==> src/gexs_pkg.sv <==
package gexs_pkg;

  ////////////////////////////////////////////////////////////////////////////
  // Register map
  localparam int GEXS_NREG = 16;

  localparam logic [15:0] GEXS_OFS_EXP_H  = 16'h3f85;
  localparam logic [15:0] GEXS_OFS_EXP_M  = 16'h3f86;
  localparam logic [15:0] GEXS_OFS_EXP_L  = 16'h3f87;
  localparam logic [15:0] GEXS_OFS_STW_H  = 16'h3f89;
  localparam logic [15:0] GEXS_OFS_STW_M  = 16'h3f8a;
  localparam logic [15:0] GEXS_OFS_STW_L  = 16'h3f8b;
  localparam logic [15:0] GEXS_OFS_SHD_H  = 16'h3f8c;
  localparam logic [15:0] GEXS_OFS_SHD_L  = 16'h3f8d;
  localparam logic [15:0] GEXS_OFS_PCH_H  = 16'h3f8e;
  localparam logic [15:0] GEXS_OFS_PCH_L  = 16'h3f8f;
  localparam logic [15:0] GEXS_OFS_ROD_H  = 16'h3f90;
  localparam logic [15:0] GEXS_OFS_ROD_L  = 16'h3f91;
  localparam logic [15:0] GEXS_OFS_STD_H  = 16'h3f92;
  localparam logic [15:0] GEXS_OFS_STD_L  = 16'h3f93;
  localparam logic [15:0] GEXS_OFS_RPT    = 16'h3f9e;
  localparam logic [15:0] GEXS_OFS_CTRL   = 16'h3f9f;

  // Register indices, in the order of the tables below
  localparam int GEXS_I_EXP_H = 0;
  localparam int GEXS_I_EXP_M = 1;
  localparam int GEXS_I_EXP_L = 2;
  localparam int GEXS_I_STW_H = 3;
  localparam int GEXS_I_STW_M = 4;
  localparam int GEXS_I_STW_L = 5;
  localparam int GEXS_I_SHD_H = 6;
  localparam int GEXS_I_SHD_L = 7;
  localparam int GEXS_I_PCH_H = 8;
  localparam int GEXS_I_PCH_L = 9;
  localparam int GEXS_I_ROD_H = 10;
  localparam int GEXS_I_ROD_L = 11;
  localparam int GEXS_I_STD_H = 12;
  localparam int GEXS_I_STD_L = 13;
  localparam int GEXS_I_RPT   = 14;
  localparam int GEXS_I_CTRL  = 15;

  localparam logic [15:0] GEXS_OFS [GEXS_NREG] = '{
    GEXS_OFS_EXP_H, GEXS_OFS_EXP_M, GEXS_OFS_EXP_L, GEXS_OFS_STW_H,
    GEXS_OFS_STW_M, GEXS_OFS_STW_L, GEXS_OFS_SHD_H, GEXS_OFS_SHD_L,
    GEXS_OFS_PCH_H, GEXS_OFS_PCH_L, GEXS_OFS_ROD_H, GEXS_OFS_ROD_L,
    GEXS_OFS_STD_H, GEXS_OFS_STD_L, GEXS_OFS_RPT, GEXS_OFS_CTRL};

  // Values after reset
  localparam logic [7:0] GEXS_RST [GEXS_NREG] = '{
    8'h08, 8'h00, 8'h08, 8'h00, 8'h06, 8'h00, 8'h00, 8'h44,
    8'h1f, 8'h40, 8'h00, 8'h01, 8'h00, 8'h00, 8'h01, 8'h04};

  // Implemented bits; the others read as zero
  localparam logic [7:0] GEXS_MASK [GEXS_NREG] = '{
    8'hff, 8'hff, 8'hff, 8'h0f, 8'hff, 8'hff, 8'h1f, 8'hff,
    8'hff, 8'hff, 8'hff, 8'hff, 8'h1f, 8'hff, 8'h01, 8'hbf};

  // Control and repeat register bit positions
  localparam int GEXS_B_REQ      = 7;
  localparam int GEXS_B_STB_SEL  = 5;
  localparam int GEXS_B_NOPCHG   = 4;
  localparam int GEXS_B_STB_POL  = 3;
  localparam int GEXS_B_SHUT_POL = 2;
  localparam int GEXS_B_PIN_TRIG = 1;
  localparam int GEXS_B_NOLATCH  = 0;
  localparam int GEXS_B_RPT_EOF  = 0;

  // Counter steps in system clock cycles
  localparam int GEXS_STEP_EXPO = 128;
  localparam int GEXS_STEP_SHUT = 128;
  localparam int GEXS_STEP_ROD  = 128;
  localparam int GEXS_STEP_STD  = 256;
  localparam int GEXS_STEP_ONE  = 1;

  ////////////////////////////////////////////////////////////////////////////
  // Types
  typedef enum logic [2:0] {
    GEXS_SQ_IDLE = 3'b000,
    GEXS_SQ_PCHG = 3'b001,
    GEXS_SQ_EXPO = 3'b010,
    GEXS_SQ_SHUT = 3'b011,
    GEXS_SQ_RDLY = 3'b100,
    GEXS_SQ_READ = 3'b101
  } gexs_seq_t;

  typedef enum logic [1:0] {
    GEXS_ST_IDLE = 2'b00,
    GEXS_ST_DLY  = 2'b01,
    GEXS_ST_WAIT = 2'b10,
    GEXS_ST_ON   = 2'b11
  } gexs_stb_t;

  typedef struct packed {
    logic [23:0] exposure;
    logic [19:0] strobe_width;
    logic [12:0] shutter_delay;
    logic [15:0] precharge;
    logic [15:0] readout_delay;
    logic [12:0] strobe_delay;
    logic        repeat_eof;
    logic        strobe_frame_sel;
    logic        no_precharge;
    logic        strobe_pol;
    logic        shutter_pol;
    logic        pin_trigger;
    logic        no_latch;
  } gexs_cfg_t;

  typedef struct packed {
    logic strobe;
    logic shutter;
    logic frex_o;
    logic frex_oe;
  } gexs_pins_t;

endpackage : gexs_pkg

==> src/gexs_top.sv <==
module gexs_top
  import gexs_pkg::*;
(
  input  wire logic        clock,
  input  wire logic        rst,
  input  wire logic        reg_wr,
  input  wire logic        reg_rd,
  input  wire logic [15:0] reg_addr,
  input  wire logic [7:0]  reg_wdata,
  output logic      [7:0]  reg_rdata,
  output logic             reg_rvalid,
  input  wire logic        sof,
  input  wire logic        eof,
  input  wire logic        rolling_strobe,
  input  wire logic        readout_done,
  input  wire logic        frex_pin_i,
  output logic             frex_pin_o,
  output logic             frex_pin_oe,
  output logic             strobe_o,
  output logic             shutter_o,
  output logic             readout_start,
  output logic             busy
);

  ////////////////////////////////////////////////////////////////////////////
  // Register file

  logic [7:0]          regs_r   [GEXS_NREG];
  logic [7:0]          regs_nxt [GEXS_NREG];
  logic [GEXS_NREG-1:0] hit;
  logic [7:0]          rdata_r;
  logic [7:0]          rdata_nxt;
  logic                rvalid_r;
  logic                accept;
  logic                sw_fire;
  logic                req_set;

  // Address decode per register
  for (genvar i = 0; i < GEXS_NREG; i++) begin : g_dec
    assign hit[i] = (reg_addr == GEXS_OFS[i]);
  end

  assign req_set = reg_wr && hit[GEXS_I_CTRL] && reg_wdata[GEXS_B_REQ];

  // Writes, and self-clear of the request; a new request wins
  always_comb begin
    for (int i = 0; i < GEXS_NREG; i++) begin
      regs_nxt[i] = regs_r[i];
      if (reg_wr && hit[i]) begin
        regs_nxt[i] = reg_wdata & GEXS_MASK[i];
      end
    end
    if (accept && sw_fire && !req_set) begin
      regs_nxt[GEXS_I_CTRL][GEXS_B_REQ] = 1'b0;
    end
  end

  // Read data; unmapped addresses read zero
  always_comb begin
    rdata_nxt = rdata_r;
    if (reg_rd) begin
      rdata_nxt = 8'h00;
      for (int i = 0; i < GEXS_NREG; i++) begin
        if (hit[i]) begin
          rdata_nxt = regs_r[i];
        end
      end
    end
  end

  // Register storage
  always_ff @(posedge clock or posedge rst) begin
    if (rst) begin
      for (int i = 0; i < GEXS_NREG; i++) begin
        regs_r[i] <= GEXS_RST[i];
      end
      rdata_r  <= 8'h00;
      rvalid_r <= 1'b0;
    end else begin
      for (int i = 0; i < GEXS_NREG; i++) begin
        regs_r[i] <= regs_nxt[i];
      end
      rdata_r  <= rdata_nxt;
      rvalid_r <= reg_rd;
    end
  end

  assign reg_rdata  = rdata_r;
  assign reg_rvalid = rvalid_r;

  ////////////////////////////////////////////////////////////////////////////
  // Live settings and the copy taken at trigger

  gexs_cfg_t cfg;
  gexs_cfg_t shd_r;
  gexs_cfg_t shd_nxt;

  // Field assembly from the register bytes
  always_comb begin
    cfg.exposure = {regs_r[GEXS_I_EXP_H], regs_r[GEXS_I_EXP_M],
                    regs_r[GEXS_I_EXP_L]};
    cfg.strobe_width = {regs_r[GEXS_I_STW_H][3:0], regs_r[GEXS_I_STW_M],
                        regs_r[GEXS_I_STW_L]};
    cfg.shutter_delay = {regs_r[GEXS_I_SHD_H][4:0],
                         regs_r[GEXS_I_SHD_L]};
    cfg.precharge = {regs_r[GEXS_I_PCH_H], regs_r[GEXS_I_PCH_L]};
    cfg.readout_delay = {regs_r[GEXS_I_ROD_H],
                         regs_r[GEXS_I_ROD_L]};
    cfg.strobe_delay = {regs_r[GEXS_I_STD_H][4:0],
                        regs_r[GEXS_I_STD_L]};
    cfg.repeat_eof       = regs_r[GEXS_I_RPT][GEXS_B_RPT_EOF];
    cfg.strobe_frame_sel = regs_r[GEXS_I_CTRL][GEXS_B_STB_SEL];
    cfg.no_precharge     = regs_r[GEXS_I_CTRL][GEXS_B_NOPCHG];
    cfg.strobe_pol       = regs_r[GEXS_I_CTRL][GEXS_B_STB_POL];
    cfg.shutter_pol      = regs_r[GEXS_I_CTRL][GEXS_B_SHUT_POL];
    cfg.pin_trigger      = regs_r[GEXS_I_CTRL][GEXS_B_PIN_TRIG];
    cfg.no_latch         = regs_r[GEXS_I_CTRL][GEXS_B_NOLATCH];
  end

  // Snapshot on each accepted trigger
  always_comb begin
    shd_nxt = shd_r;
    if (accept) begin
      shd_nxt = cfg;
    end
  end

  ////////////////////////////////////////////////////////////////////////////
  // Trigger qualification

  logic pin_d_r;
  logic pin_rise;
  logic align_ok;
  gexs_seq_t seq_r;
  gexs_seq_t seq_nxt;

  // Request waits for its frame boundary unless latching is bypassed
  assign align_ok = cfg.no_latch ||
                    (cfg.repeat_eof ? eof : sof);
  assign sw_fire  = !cfg.pin_trigger && regs_r[GEXS_I_CTRL][GEXS_B_REQ]
                    && align_ok;
  assign pin_rise = cfg.pin_trigger && frex_pin_i && !pin_d_r;
  assign accept   = (seq_r == GEXS_SQ_IDLE) && (sw_fire || pin_rise);

  ////////////////////////////////////////////////////////////////////////////
  // Counters

  logic        pchg_exp;
  logic        slow_exp;
  logic        sdly_exp;
  logic        swid_exp;
  logic        pchg_load;
  logic        slow_load;
  logic [23:0] slow_val;
  logic        sdly_load;
  logic        swid_load;

  gexs_timer #(.W(16), .STEP(GEXS_STEP_ONE)) u_pchg (
    .clock   (clock),
    .rst     (rst),
    .load    (pchg_load),
    .value   (cfg.precharge),
    .expired (pchg_exp)
  );

  // Shared by exposure, shutter delay and readout delay (all 128 steps)
  gexs_timer #(.W(24), .STEP(GEXS_STEP_EXPO)) u_slow (
    .clock   (clock),
    .rst     (rst),
    .load    (slow_load),
    .value   (slow_val),
    .expired (slow_exp)
  );

  gexs_timer #(.W(13), .STEP(GEXS_STEP_STD)) u_sdly (
    .clock   (clock),
    .rst     (rst),
    .load    (sdly_load),
    .value   (cfg.strobe_delay),
    .expired (sdly_exp)
  );

  gexs_timer #(.W(20), .STEP(GEXS_STEP_ONE)) u_swid (
    .clock   (clock),
    .rst     (rst),
    .load    (swid_load),
    .value   (shd_r.strobe_width),
    .expired (swid_exp)
  );

  ////////////////////////////////////////////////////////////////////////////
  // Exposure sequencer

  logic expo_start;
  logic ro_start_nxt;

  // Phase order and counter loads
  always_comb begin
    seq_nxt      = seq_r;
    pchg_load    = 1'b0;
    slow_load    = 1'b0;
    slow_val     = shd_r.exposure;
    expo_start   = 1'b0;
    ro_start_nxt = 1'b0;
    case (seq_r)
      GEXS_SQ_IDLE: begin
        if (accept) begin
          if (cfg.no_precharge) begin
            seq_nxt    = GEXS_SQ_EXPO;
            slow_load  = 1'b1;
            slow_val   = cfg.exposure;
            expo_start = 1'b1;
          end else begin
            seq_nxt   = GEXS_SQ_PCHG;
            pchg_load = 1'b1;
          end
        end
      end
      GEXS_SQ_PCHG: begin
        if (pchg_exp) begin
          seq_nxt    = GEXS_SQ_EXPO;
          slow_load  = 1'b1;
          slow_val   = shd_r.exposure;
          expo_start = 1'b1;
        end
      end
      GEXS_SQ_EXPO: begin
        if (shd_r.pin_trigger) begin
          if (!frex_pin_i) begin
            seq_nxt      = GEXS_SQ_READ;
            ro_start_nxt = 1'b1;
          end
        end else if (slow_exp) begin
          seq_nxt   = GEXS_SQ_SHUT;
          slow_load = 1'b1;
          slow_val  = {11'h000, shd_r.shutter_delay};
        end
      end
      GEXS_SQ_SHUT: begin
        if (slow_exp) begin
          seq_nxt   = GEXS_SQ_RDLY;
          slow_load = 1'b1;
          slow_val  = {8'h00, shd_r.readout_delay};
        end
      end
      GEXS_SQ_RDLY: begin
        if (slow_exp) begin
          seq_nxt      = GEXS_SQ_READ;
          ro_start_nxt = 1'b1;
        end
      end
      GEXS_SQ_READ: begin
        if (readout_done) begin
          seq_nxt = GEXS_SQ_IDLE;
        end
      end
      default: seq_nxt = GEXS_SQ_IDLE;
    endcase
  end

  ////////////////////////////////////////////////////////////////////////////
  // Frame strobe

  gexs_stb_t stb_r;
  gexs_stb_t stb_nxt;

  // Delay from trigger, or wait for exposure start, then width
  always_comb begin
    stb_nxt   = stb_r;
    sdly_load = 1'b0;
    swid_load = 1'b0;
    case (stb_r)
      GEXS_ST_IDLE: begin
        if (accept) begin
          if (cfg.strobe_delay != 13'h0000) begin
            stb_nxt   = GEXS_ST_DLY;
            sdly_load = 1'b1;
          end else begin
            stb_nxt = GEXS_ST_WAIT;
          end
        end
      end
      GEXS_ST_DLY: begin
        if (sdly_exp) begin
          stb_nxt   = (shd_r.strobe_width != 20'h0_0000) ? GEXS_ST_ON
                                                          : GEXS_ST_IDLE;
          swid_load = 1'b1;
        end
      end
      GEXS_ST_WAIT: begin
        if (expo_start || (seq_r == GEXS_SQ_EXPO)) begin // Skipped precharge
          stb_nxt   = (shd_r.strobe_width != 20'h0_0000) ? GEXS_ST_ON
                                                          : GEXS_ST_IDLE;
          swid_load = 1'b1;
        end
      end
      GEXS_ST_ON: begin
        if (swid_exp) begin
          stb_nxt = GEXS_ST_IDLE;
        end
      end
      default: stb_nxt = GEXS_ST_IDLE;
    endcase
  end

  ////////////////////////////////////////////////////////////////////////////
  // State registers

  logic ro_start_r;
  logic busy_r;

  always_ff @(posedge clock or posedge rst) begin
    if (rst) begin
      seq_r      <= GEXS_SQ_IDLE;
      stb_r      <= GEXS_ST_IDLE;
      shd_r      <= '0;
      pin_d_r    <= 1'b0;
      ro_start_r <= 1'b0;
      busy_r     <= 1'b0;
    end else begin
      seq_r      <= seq_nxt;
      stb_r      <= stb_nxt;
      shd_r      <= shd_nxt;
      pin_d_r    <= frex_pin_i;
      ro_start_r <= ro_start_nxt;
      busy_r     <= (seq_nxt != GEXS_SQ_IDLE);
    end
  end

  assign readout_start = ro_start_r;
  assign busy          = busy_r;

  ////////////////////////////////////////////////////////////////////////////
  // Pins

  gexs_pins_t pins;
  logic       shut_close;
  logic       frex_level;

  // Shutter closed after its delay, frame signal high through exposure
  assign shut_close = !shd_r.pin_trigger && ((seq_r == GEXS_SQ_RDLY) ||
                      (seq_r == GEXS_SQ_READ));
  assign frex_level = (seq_r == GEXS_SQ_PCHG) || (seq_r == GEXS_SQ_EXPO);

  gexs_pin_drive u_pins (
    .clock            (clock),
    .rst              (rst),
    .frame_strobe     (stb_r == GEXS_ST_ON),
    .rolling_strobe   (rolling_strobe),
    .shutter_close    (shut_close),
    .frex_level       (frex_level),
    .strobe_frame_sel (cfg.strobe_frame_sel),
    .strobe_pol       (cfg.strobe_pol),
    .shutter_pol      (cfg.shutter_pol),
    .pin_trigger      (cfg.pin_trigger),
    .pins             (pins)
  );

  assign strobe_o    = pins.strobe;
  assign shutter_o   = pins.shutter;
  assign frex_pin_o  = pins.frex_o;
  assign frex_pin_oe = pins.frex_oe;

endmodule // gexs_top

==> src/gexs_timer.sv <==
module gexs_timer
  import gexs_pkg::*;
#(
  parameter int W    = 16,
  parameter int STEP = 1
) (
  input  wire logic         clock,
  input  wire logic         rst,
  input  wire logic         load,
  input  wire logic [W-1:0] value,
  output logic              expired
);

  localparam int PW = (STEP > 1) ? $clog2(STEP) : 1;
  localparam logic [PW-1:0] PRE_TOP = PW'(STEP - 1);

  if (W < 1 || STEP < 1) begin : g_chk
    $error("gexs_timer: W and STEP must be at least 1");
  end

  logic [W-1:0]  cnt_r;
  logic [W-1:0]  cnt_nxt;
  logic [PW-1:0] pre_r;
  logic [PW-1:0] pre_nxt;

  // Down count of value*STEP cycles after the load
  always_comb begin
    cnt_nxt = cnt_r;
    pre_nxt = pre_r;
    if (load) begin
      cnt_nxt = value;
      pre_nxt = '0;
    end else if (pre_r != '0) begin
      pre_nxt = pre_r - PW'(1);
    end else if (cnt_r != '0) begin
      cnt_nxt = cnt_r - W'(1);
      pre_nxt = PRE_TOP;
    end
  end

  // Registers
  always_ff @(posedge clock or posedge rst) begin
    if (rst) begin
      cnt_r <= '0;
      pre_r <= '0;
    end else begin
      cnt_r <= cnt_nxt;
      pre_r <= pre_nxt;
    end
  end

  assign expired = (cnt_r == '0) && (pre_r == '0);

endmodule // gexs_timer

==> src/gexs_pin_drive.sv <==
module gexs_pin_drive
  import gexs_pkg::*;
(
  input  wire logic       clock,
  input  wire logic       rst,
  input  wire logic       frame_strobe,
  input  wire logic       rolling_strobe,
  input  wire logic       shutter_close,
  input  wire logic       frex_level,
  input  wire logic       strobe_frame_sel,
  input  wire logic       strobe_pol,
  input  wire logic       shutter_pol,
  input  wire logic       pin_trigger,
  output gexs_pins_t      pins
);

  gexs_pins_t pins_r;
  gexs_pins_t pins_nxt;

  // Polarity, routing and pin direction
  always_comb begin
    pins_nxt.strobe  = strobe_frame_sel ? (frame_strobe ^ strobe_pol)
                                        : rolling_strobe;
    pins_nxt.shutter = shutter_close ^ shutter_pol;
    pins_nxt.frex_o  = frex_level & ~pin_trigger;
    pins_nxt.frex_oe = ~pin_trigger;
  end

  // Output flops
  always_ff @(posedge clock or posedge rst) begin
    if (rst) begin
      pins_r <= '{strobe: 1'b0, shutter: 1'b0, frex_o: 1'b0, frex_oe: 1'b1};
    end else begin
      pins_r <= pins_nxt;
    end
  end

  assign pins = pins_r;

endmodule // gexs_pin_drive

==> config.mk <==
export PLATFORM = sky130hd
export DESIGN_NAME = gexs_top
export DESIGN_NICKNAME = d
export VERILOG_FILES = /design/src/gexs_pkg.sv /design/src/gexs_top.sv /design/src/gexs_timer.sv /design/src/gexs_pin_drive.sv
export SDC_FILE = /design/constraint.sdc
export NUM_CORES = 1
export LEC_CHECK = 0
export ABC_CLOCK_PERIOD_IN_PS = 11300
export BUFFER_PORTS_ARGS = -buffer_cell sky130_fd_sc_hd__buf_2
export CAP_MARGIN = 20
export CORE_MARGIN = 4
export CORE_UTILIZATION = 63
export DETAILED_ROUTE_END_ITERATION = 12
export PLACE_DENSITY = 0.81
export SYNTH_ARGS = -nofsm -noshare
export SYNTH_HDL_FRONTEND = slang
export SYNTH_SLANG_ARGS = --single-unit
==> constraint.sdc <==
create_clock -name clock -period 11.3 [get_ports clock]
set_clock_uncertainty 0.15 [all_clocks]
set_input_delay 0.565 -clock clock [delete_from_list [all_inputs] [get_ports clock]]
set_output_delay 0.565 -clock clock [all_outputs]
set_load 0.05 [all_outputs]
* Yosys cells after proc, flatten, opt, wreduce, memory -nomap -nowiden
Cells that the tools add are included.
Widths: inputs -> output; s select.
** Cells by class
- Multiplexer cells :: 84
- Bitwise logic cells :: 6
- Add/sub/neg operators :: 8
- Equal/unequal tests :: 32
- Reductions and logical operators :: 67
** Operators with widths (count)
- $eq 16x14->1 const B :: 16
- $mux 24 :: 8
- $mux 8 :: 20
- $pmux 24 s3 :: 1
- $mux 20 :: 3
- $mux 16 :: 3
- $reduce_bool 20->1 :: 2
- $mux 13 :: 3
- $logic_and 1x1->1 :: 29
- $reduce_bool 13->1 :: 2
- $logic_not 24->1 :: 1
- $mux 3 :: 8
- $reduce_bool 24->1 :: 1
- $sub 24x1->24 const B :: 1
- $mux 1 :: 22
- $mux 7 :: 3
- $logic_not 20->1 :: 1
- $sub 20x1->20 const B :: 1
- $pmux 3 s6 :: 1
- $logic_not 16->1 :: 1
- $ne 2x2->1 const B :: 8
- $reduce_bool 16->1 :: 1
- $sub 16x1->16 const B :: 1
- $mux 2 :: 7
- other kinds (28) :: 53
** Word-level totals
- Flip-flop bits (word level) :: 295
- Word-level logic and storage cells :: 238
- Bits of input ports :: 33
- Output and inout port bits :: 15

* Longest topological paths before layout
- Depth after elaboration :: 17
- Depth in mapped cells :: 12
- Mapped depth without buffers :: 8

* By module
A second synthesis with hierarchy kept.
** Unflattened totals
- Cells, all modules :: 1430
- Area total of the unflattened synthesis :: 15398.5 um^2
** Modules (own cells, without submodules)
- gexs_top :: sequential area each 5048.6 um^2, times used 1, cells an instance 828, area each 9907.0 um^2
- gexs_timer at u_slow :: sequential area each 775.7 um^2, times used 1, cells an instance 207, area each 1875.5 um^2
- gexs_timer at u_sdly :: sequential area each 525.5 um^2, times used 1, cells an instance 152, area each 1323.8 um^2
- gexs_timer at u_swid :: sequential area each 500.5 um^2, times used 1, cells an instance 121, area each 1134.8 um^2
- gexs_timer at u_pchg :: sequential area each 400.4 um^2, times used 1, cells an instance 111, area each 1016.0 um^2
- gexs_pin_drive :: sequential area each 101.3 um^2, times used 1, cells an instance 11, area each 141.4 um^2

* Least setup slack after synthesis
No wires, ideal clock.
- Kind :: input to register
- Start :: input reg_addr[14]
- End :: register regs_r, in the netlist cfg[21]
- Stages :: 6
- Path buffers :: 1
- Data required time :: 11.025 ns
- Arrival time :: 2.826 ns
- Library setup time :: 0.125 ns
- Slack :: 8.199 ns
- Cells stage by stage :: or4b_2 > clkbuf_1 > nor3_1 > nand3_1 > nor2_2 > mux2_2
** Between the ends
- Cells in the longest elaborated chain, start to end :: 2
** RTL lines
- start, declared :: line gexs_top.sv:8 : input wire logic [15:0] reg_addr,
- $eq 16x14->1 :: line gexs_top.sv:40 : assign hit[i] = (reg_addr == GEXS_OFS[i]);
- $logic_and 1x1->1 :: line gexs_top.sv:49 : if (reg_wr && hit[i]) begin
- end signal, assigned by index :: line gexs_top.sv:75 : regs_r[i] <= GEXS_RST[i];
- end signal, assigned by index :: line gexs_top.sv:81 : regs_r[i] <= regs_nxt[i];
- end, declared :: line gexs_top.sv:28 : logic [7:0] regs_r [GEXS_NREG];
Every way passes these cells.
A chain may end at the register's enable or synchronous reset.

* Final worst setup path
- Start :: register u_pchg.cnt_r[0]
- End :: register u_swid.cnt_r[9]
** Between the ends
- Cells in the longest elaborated chain, start to end :: 9
- Elaborated cells between the ends (all ways) :: 11
- Classes of those cells :: eq/ne (1); mux (5); reduce/logical (5)
** RTL lines
- start, declared :: line gexs_timer.sv:21 : logic [W-1:0] cnt_r;
- start signal, assigned :: line gexs_timer.sv:47 : cnt_r <= cnt_nxt;
- $logic_not 16->1 * :: line gexs_timer.sv:52 : assign expired = (cnt_r == '0) && (pre_r == '0);
- $logic_and 1x1->1 * :: line gexs_timer.sv:52
- $mux 1 * :: line gexs_top.sv:220 : if (pchg_exp) begin
- $pmux 1 s2 * :: line gexs_top.sv:205 : case (seq_r)
- $logic_or 1x1->1 * :: line gexs_top.sv:291 : if (expo_start || (seq_r == GEXS_SQ_EXPO)) begin
- $mux 1 * :: line gexs_top.sv:291
- $pmux 1 s2 * :: line gexs_top.sv:272 : case (stb_r)
- $ne 2x2->1 (no line) or $reduce_bool 2->1 (tied branches)
- $reduce_and 2->1 (no line)
- end signal, assigned :: line gexs_timer.sv:47
- end, declared :: line gexs_timer.sv:21
Every way passes the cells marked *; elsewhere a longest branch is shown, timed or not.

==> out/metrics.yaml <==
cp.required_ps: 11590
synth_cell_types: 80
start_util: 0.6481
syn2layout_area_growth_pct: 10.62
cts_root_buf: "clkbuf_16"
ioPinCount: 48
fin_hold_ws_ps: -38.06
synth_warnings: 0
slew_headroom: 0.2956
yosysSeqAreaShare: 0.4965
drcViolationCount: 0
path_buf_inv: 2
rsz0062_at_grt: "no"
core_area_um2: 22850
cts_buffers: 30
overflow: 0
synth.largest_area_cell: "dfrtp_1"
p_per_area_nw_per_um2: 131.8
hold_violations: 14
finalSetupViolCount: 0
synth-seq-cells: 293
die_w_um: 161.3
rows: 55
cts_hold_buf: 0
slew_viol_final: 0
layout_min_cycle_time_ps: 3586
first_global_vias: 10750
tns_ps: 0
grt_pass1_wl_um: 60090
cts.sinks: 293
cp-start-kind: "flip-flop"
place.gp.congestion: 0.9265
dr.pass1.iters: 7
synth_area_leaders: "dfrtp_1 (47%), mux2_2 (15%), dfstp_2 (2.8%)"
synthesis.area_um2: 14810
grt_max_degree: 192
cts_buffer_depth: 3
path_class: "flip-flop to flip-flop"
cpPeakStageDelay_ps: 630
clock_latency_ps: 560
path_cells: "inv_1 > ha_1 > or4b_1 > nor4_2 > a21oi_1 > a311oi_4 > buf_4 > mux2_2"
slowest_stage: "nor4_2"
crit_fanout: 38
drive_above_1_share: 0.2717
synth_nets: 1369
port_buffers: 47
htreeDepth: 1
syn_avg_cell_area_um2: 11.17
async_flop_share: 1.000
nFillCells: 1650
n_antenna_cell: 0
num-nets-final: 1393
die_h_um: 161.3
yosysTopAreaCellShare: 0.4681
max_freq_mhz: 278.8
hold_class: "primary input to asynchronous set/reset pin"
cp-end-kind: "flip-flop"
drtIter0Drc: 1220
maxCapViolations: 0
cpLargestDelayFamily: "simple AND/OR/NAND/NOR gates"
violations: "hold timing"
post-cts-setup-buffers: 0
antenna_found_initial: 0
wl_um: 37860
viasPerCell: 6.580
ctsResizeCount: 0
hpwl_um: 25710
cts.clk_slew.worst_paths_ps: 60
routed-via-count: 11090
worstPathArrival_ps: 3880
wl_per_cell_um: 22.45
status: "complete, but fails checks"
die-area_um2: 26020
grt_util_all_layers: 0.2876
synth_edf_count: 0
fin_crit_sh: 0.3174
cts_tree: "done"
leakage_nw: 7.216
synth_cells: 1325
ant_nets: 0
ir_worst_vdd_uv: 125.2
synth_flop_cell: "dfrtp_1"
worstMarginPinSlew_ps: 1042
==> power by group <==
part | switching, mW | leakage, nW | total [mW] | internal (mW)
Combinational | 0.0582 | 2.97 | 0.0735 | 0.0153
Sequential | 0.00121 | 3.75 | 1.05 | 1.05
Clock | 0.423 | 0.499 | 1.03 | 0.610
==> worst paths after layout <==
path	from	endpoint	slack [ps]	cells past startpoint
setup / recovery	u_pchg.cnt_r[0]	u_swid.cnt_r[9]	7710	8
hold / removal	rst	u_pins.pins[1]	-40	2
setup reg to reg	u_pchg.cnt_r[0]	u_swid.cnt_r[9]	7710	8
hold reg to reg	u_sdly.pre_r[0]	u_sdly.pre_r[0]	350	1
max in group asynchronous	rst	u_slow.cnt_r[2]	9600	3
min in group clock	frex_pin_i	pin_d_r	30	1
==> metrics by stage <==
| step | total power [mW] | area (um2) | setup slack [ps] | cells | util |
|---|---|---|---|---|---|
| after floorplan | 1.116 | 14810 | 2521 | 1325 | - |
| after global placement | 1.143 | 15310 | 7728 | 1627 | 0.6700 |
| after detailed placement | 1.144 | 15310 | 7692 | 1627 | 0.6700 |
| after CTS | 2.163 | 16340 | 7750 | 1683 | 0.7153 |
| after global routing | 2.214 | 16380 | 7446 | 1686 | 0.7169 |
| final | 2.159 | 16380 | 7714 | 1686 | 0.7169 |
==> cells by family after synthesis <==
logic type                 after synthesis  share of synthesized area
and+or+nand+nor                        372                     0.1374
adders and majority gates               11                   0.009295
DFF                                    293                     0.4965
buffers and inverters                   99                    0.02679
muxes                                  214                     0.1633
AOI/OAI and AO/OA                      280                     0.1336
xor gates and xnor gates                56                    0.03312
==> worst reg2reg max path, stage by stage, from the launching register on <==
cell and delay, ps:
dfrtp_1 410, inv_1 70, ha_1 200, or4b_1 590
nor4_2 630, a21oi_1 370, a311oi_4 310, buf_4 380
mux2_2 390
==> layout make-up <==
cell class | instances | area, um2 | area share
clock inverter | 13 | 153.9 | 0.009396
multi-input combinational | 933 | 7106 | 0.4338
sequential | 293 | 7352 | 0.4489
inverter | 28 | 112.6 | 0.006875
clock buffer | 43 | 880.8 | 0.05378
tap | 313 | 391.6 | 0.02391
timing repair buffer | 63 | 382.9 | 0.02337
==> registers in the layout (all words and copies together) (netlist names) <==
register       cells
shd_r             74
reg_rvalid         1
pin_d_r            1
seq_r              3
u_slow.pre_r       7
busy               1
u_pchg.cnt_r      16
u_sdly.pre_r       8
u_slow.cnt_r      24
cfg              109
regs_r             1
u_swid.cnt_r      20
u_pins.pins        4
readout_start      1
u_sdly.cnt_r      13
stb_r              2
reg_rdata          8
==> synthesized netlist by cell type, types with 12 or more instances <==
library cell,n
nand3_1,16
xnor2_1,41
a21oi_1,61
o21ai_0,57
a211oi_1,21
nand2_1,92
nor2_1,80
mux2i_1,12
nor4_1,29
nor2b_1,12
mux2_2,200
clkbuf_1,50
a22o_1,26
dfrtp_1,277
a22oi_1,18
nor3_1,35
xor2_1,15
dfstp_2,16
or4_1,15
o31ai_1,20
inv_1,28
nand2b_1,16
==> cells in the final DEF (no fill, tap or decap), types with 15 or more instances in the layout <==
| cell type | netlist | routed |
|---|---|---|
| buf_2 | 11 | 47 |
| nand2_1 | 92 | 92 |
| nor2_1 | 80 | 80 |
| a22o_1 | 26 | 26 |
| mux2_2 | 200 | 200 |
| a21oi_1 | 61 | 60 |
| dfstp_2 | 16 | 16 |
| inv_1 | 28 | 27 |
| xor2_1 | 15 | 15 |
| o31ai_1 | 20 | 20 |
| nand3_1 | 16 | 16 |
| nor4_1 | 29 | 29 |
| xnor2_1 | 41 | 41 |
| clkbuf_16 | 0 | 31 |
| nand2b_1 | 16 | 16 |
| dfrtp_1 | 277 | 277 |
| nor3_1 | 35 | 35 |
| or4_1 | 15 | 15 |
| a211oi_1 | 21 | 20 |
| o21ai_0 | 57 | 57 |
| a22oi_1 | 18 | 18 |
==> per-layer routing <==
metal,track usage,part of all wire,vias to the layer above
li1,-,-,4970
met1,0.3977,0.42,5524
met2,0.4647,0.47,480
met3,0.04797,0.071,120
met4,0.1020,0.043,0
met5,0,0,-
No activity file was read; power rests on OpenSTA's default activity.
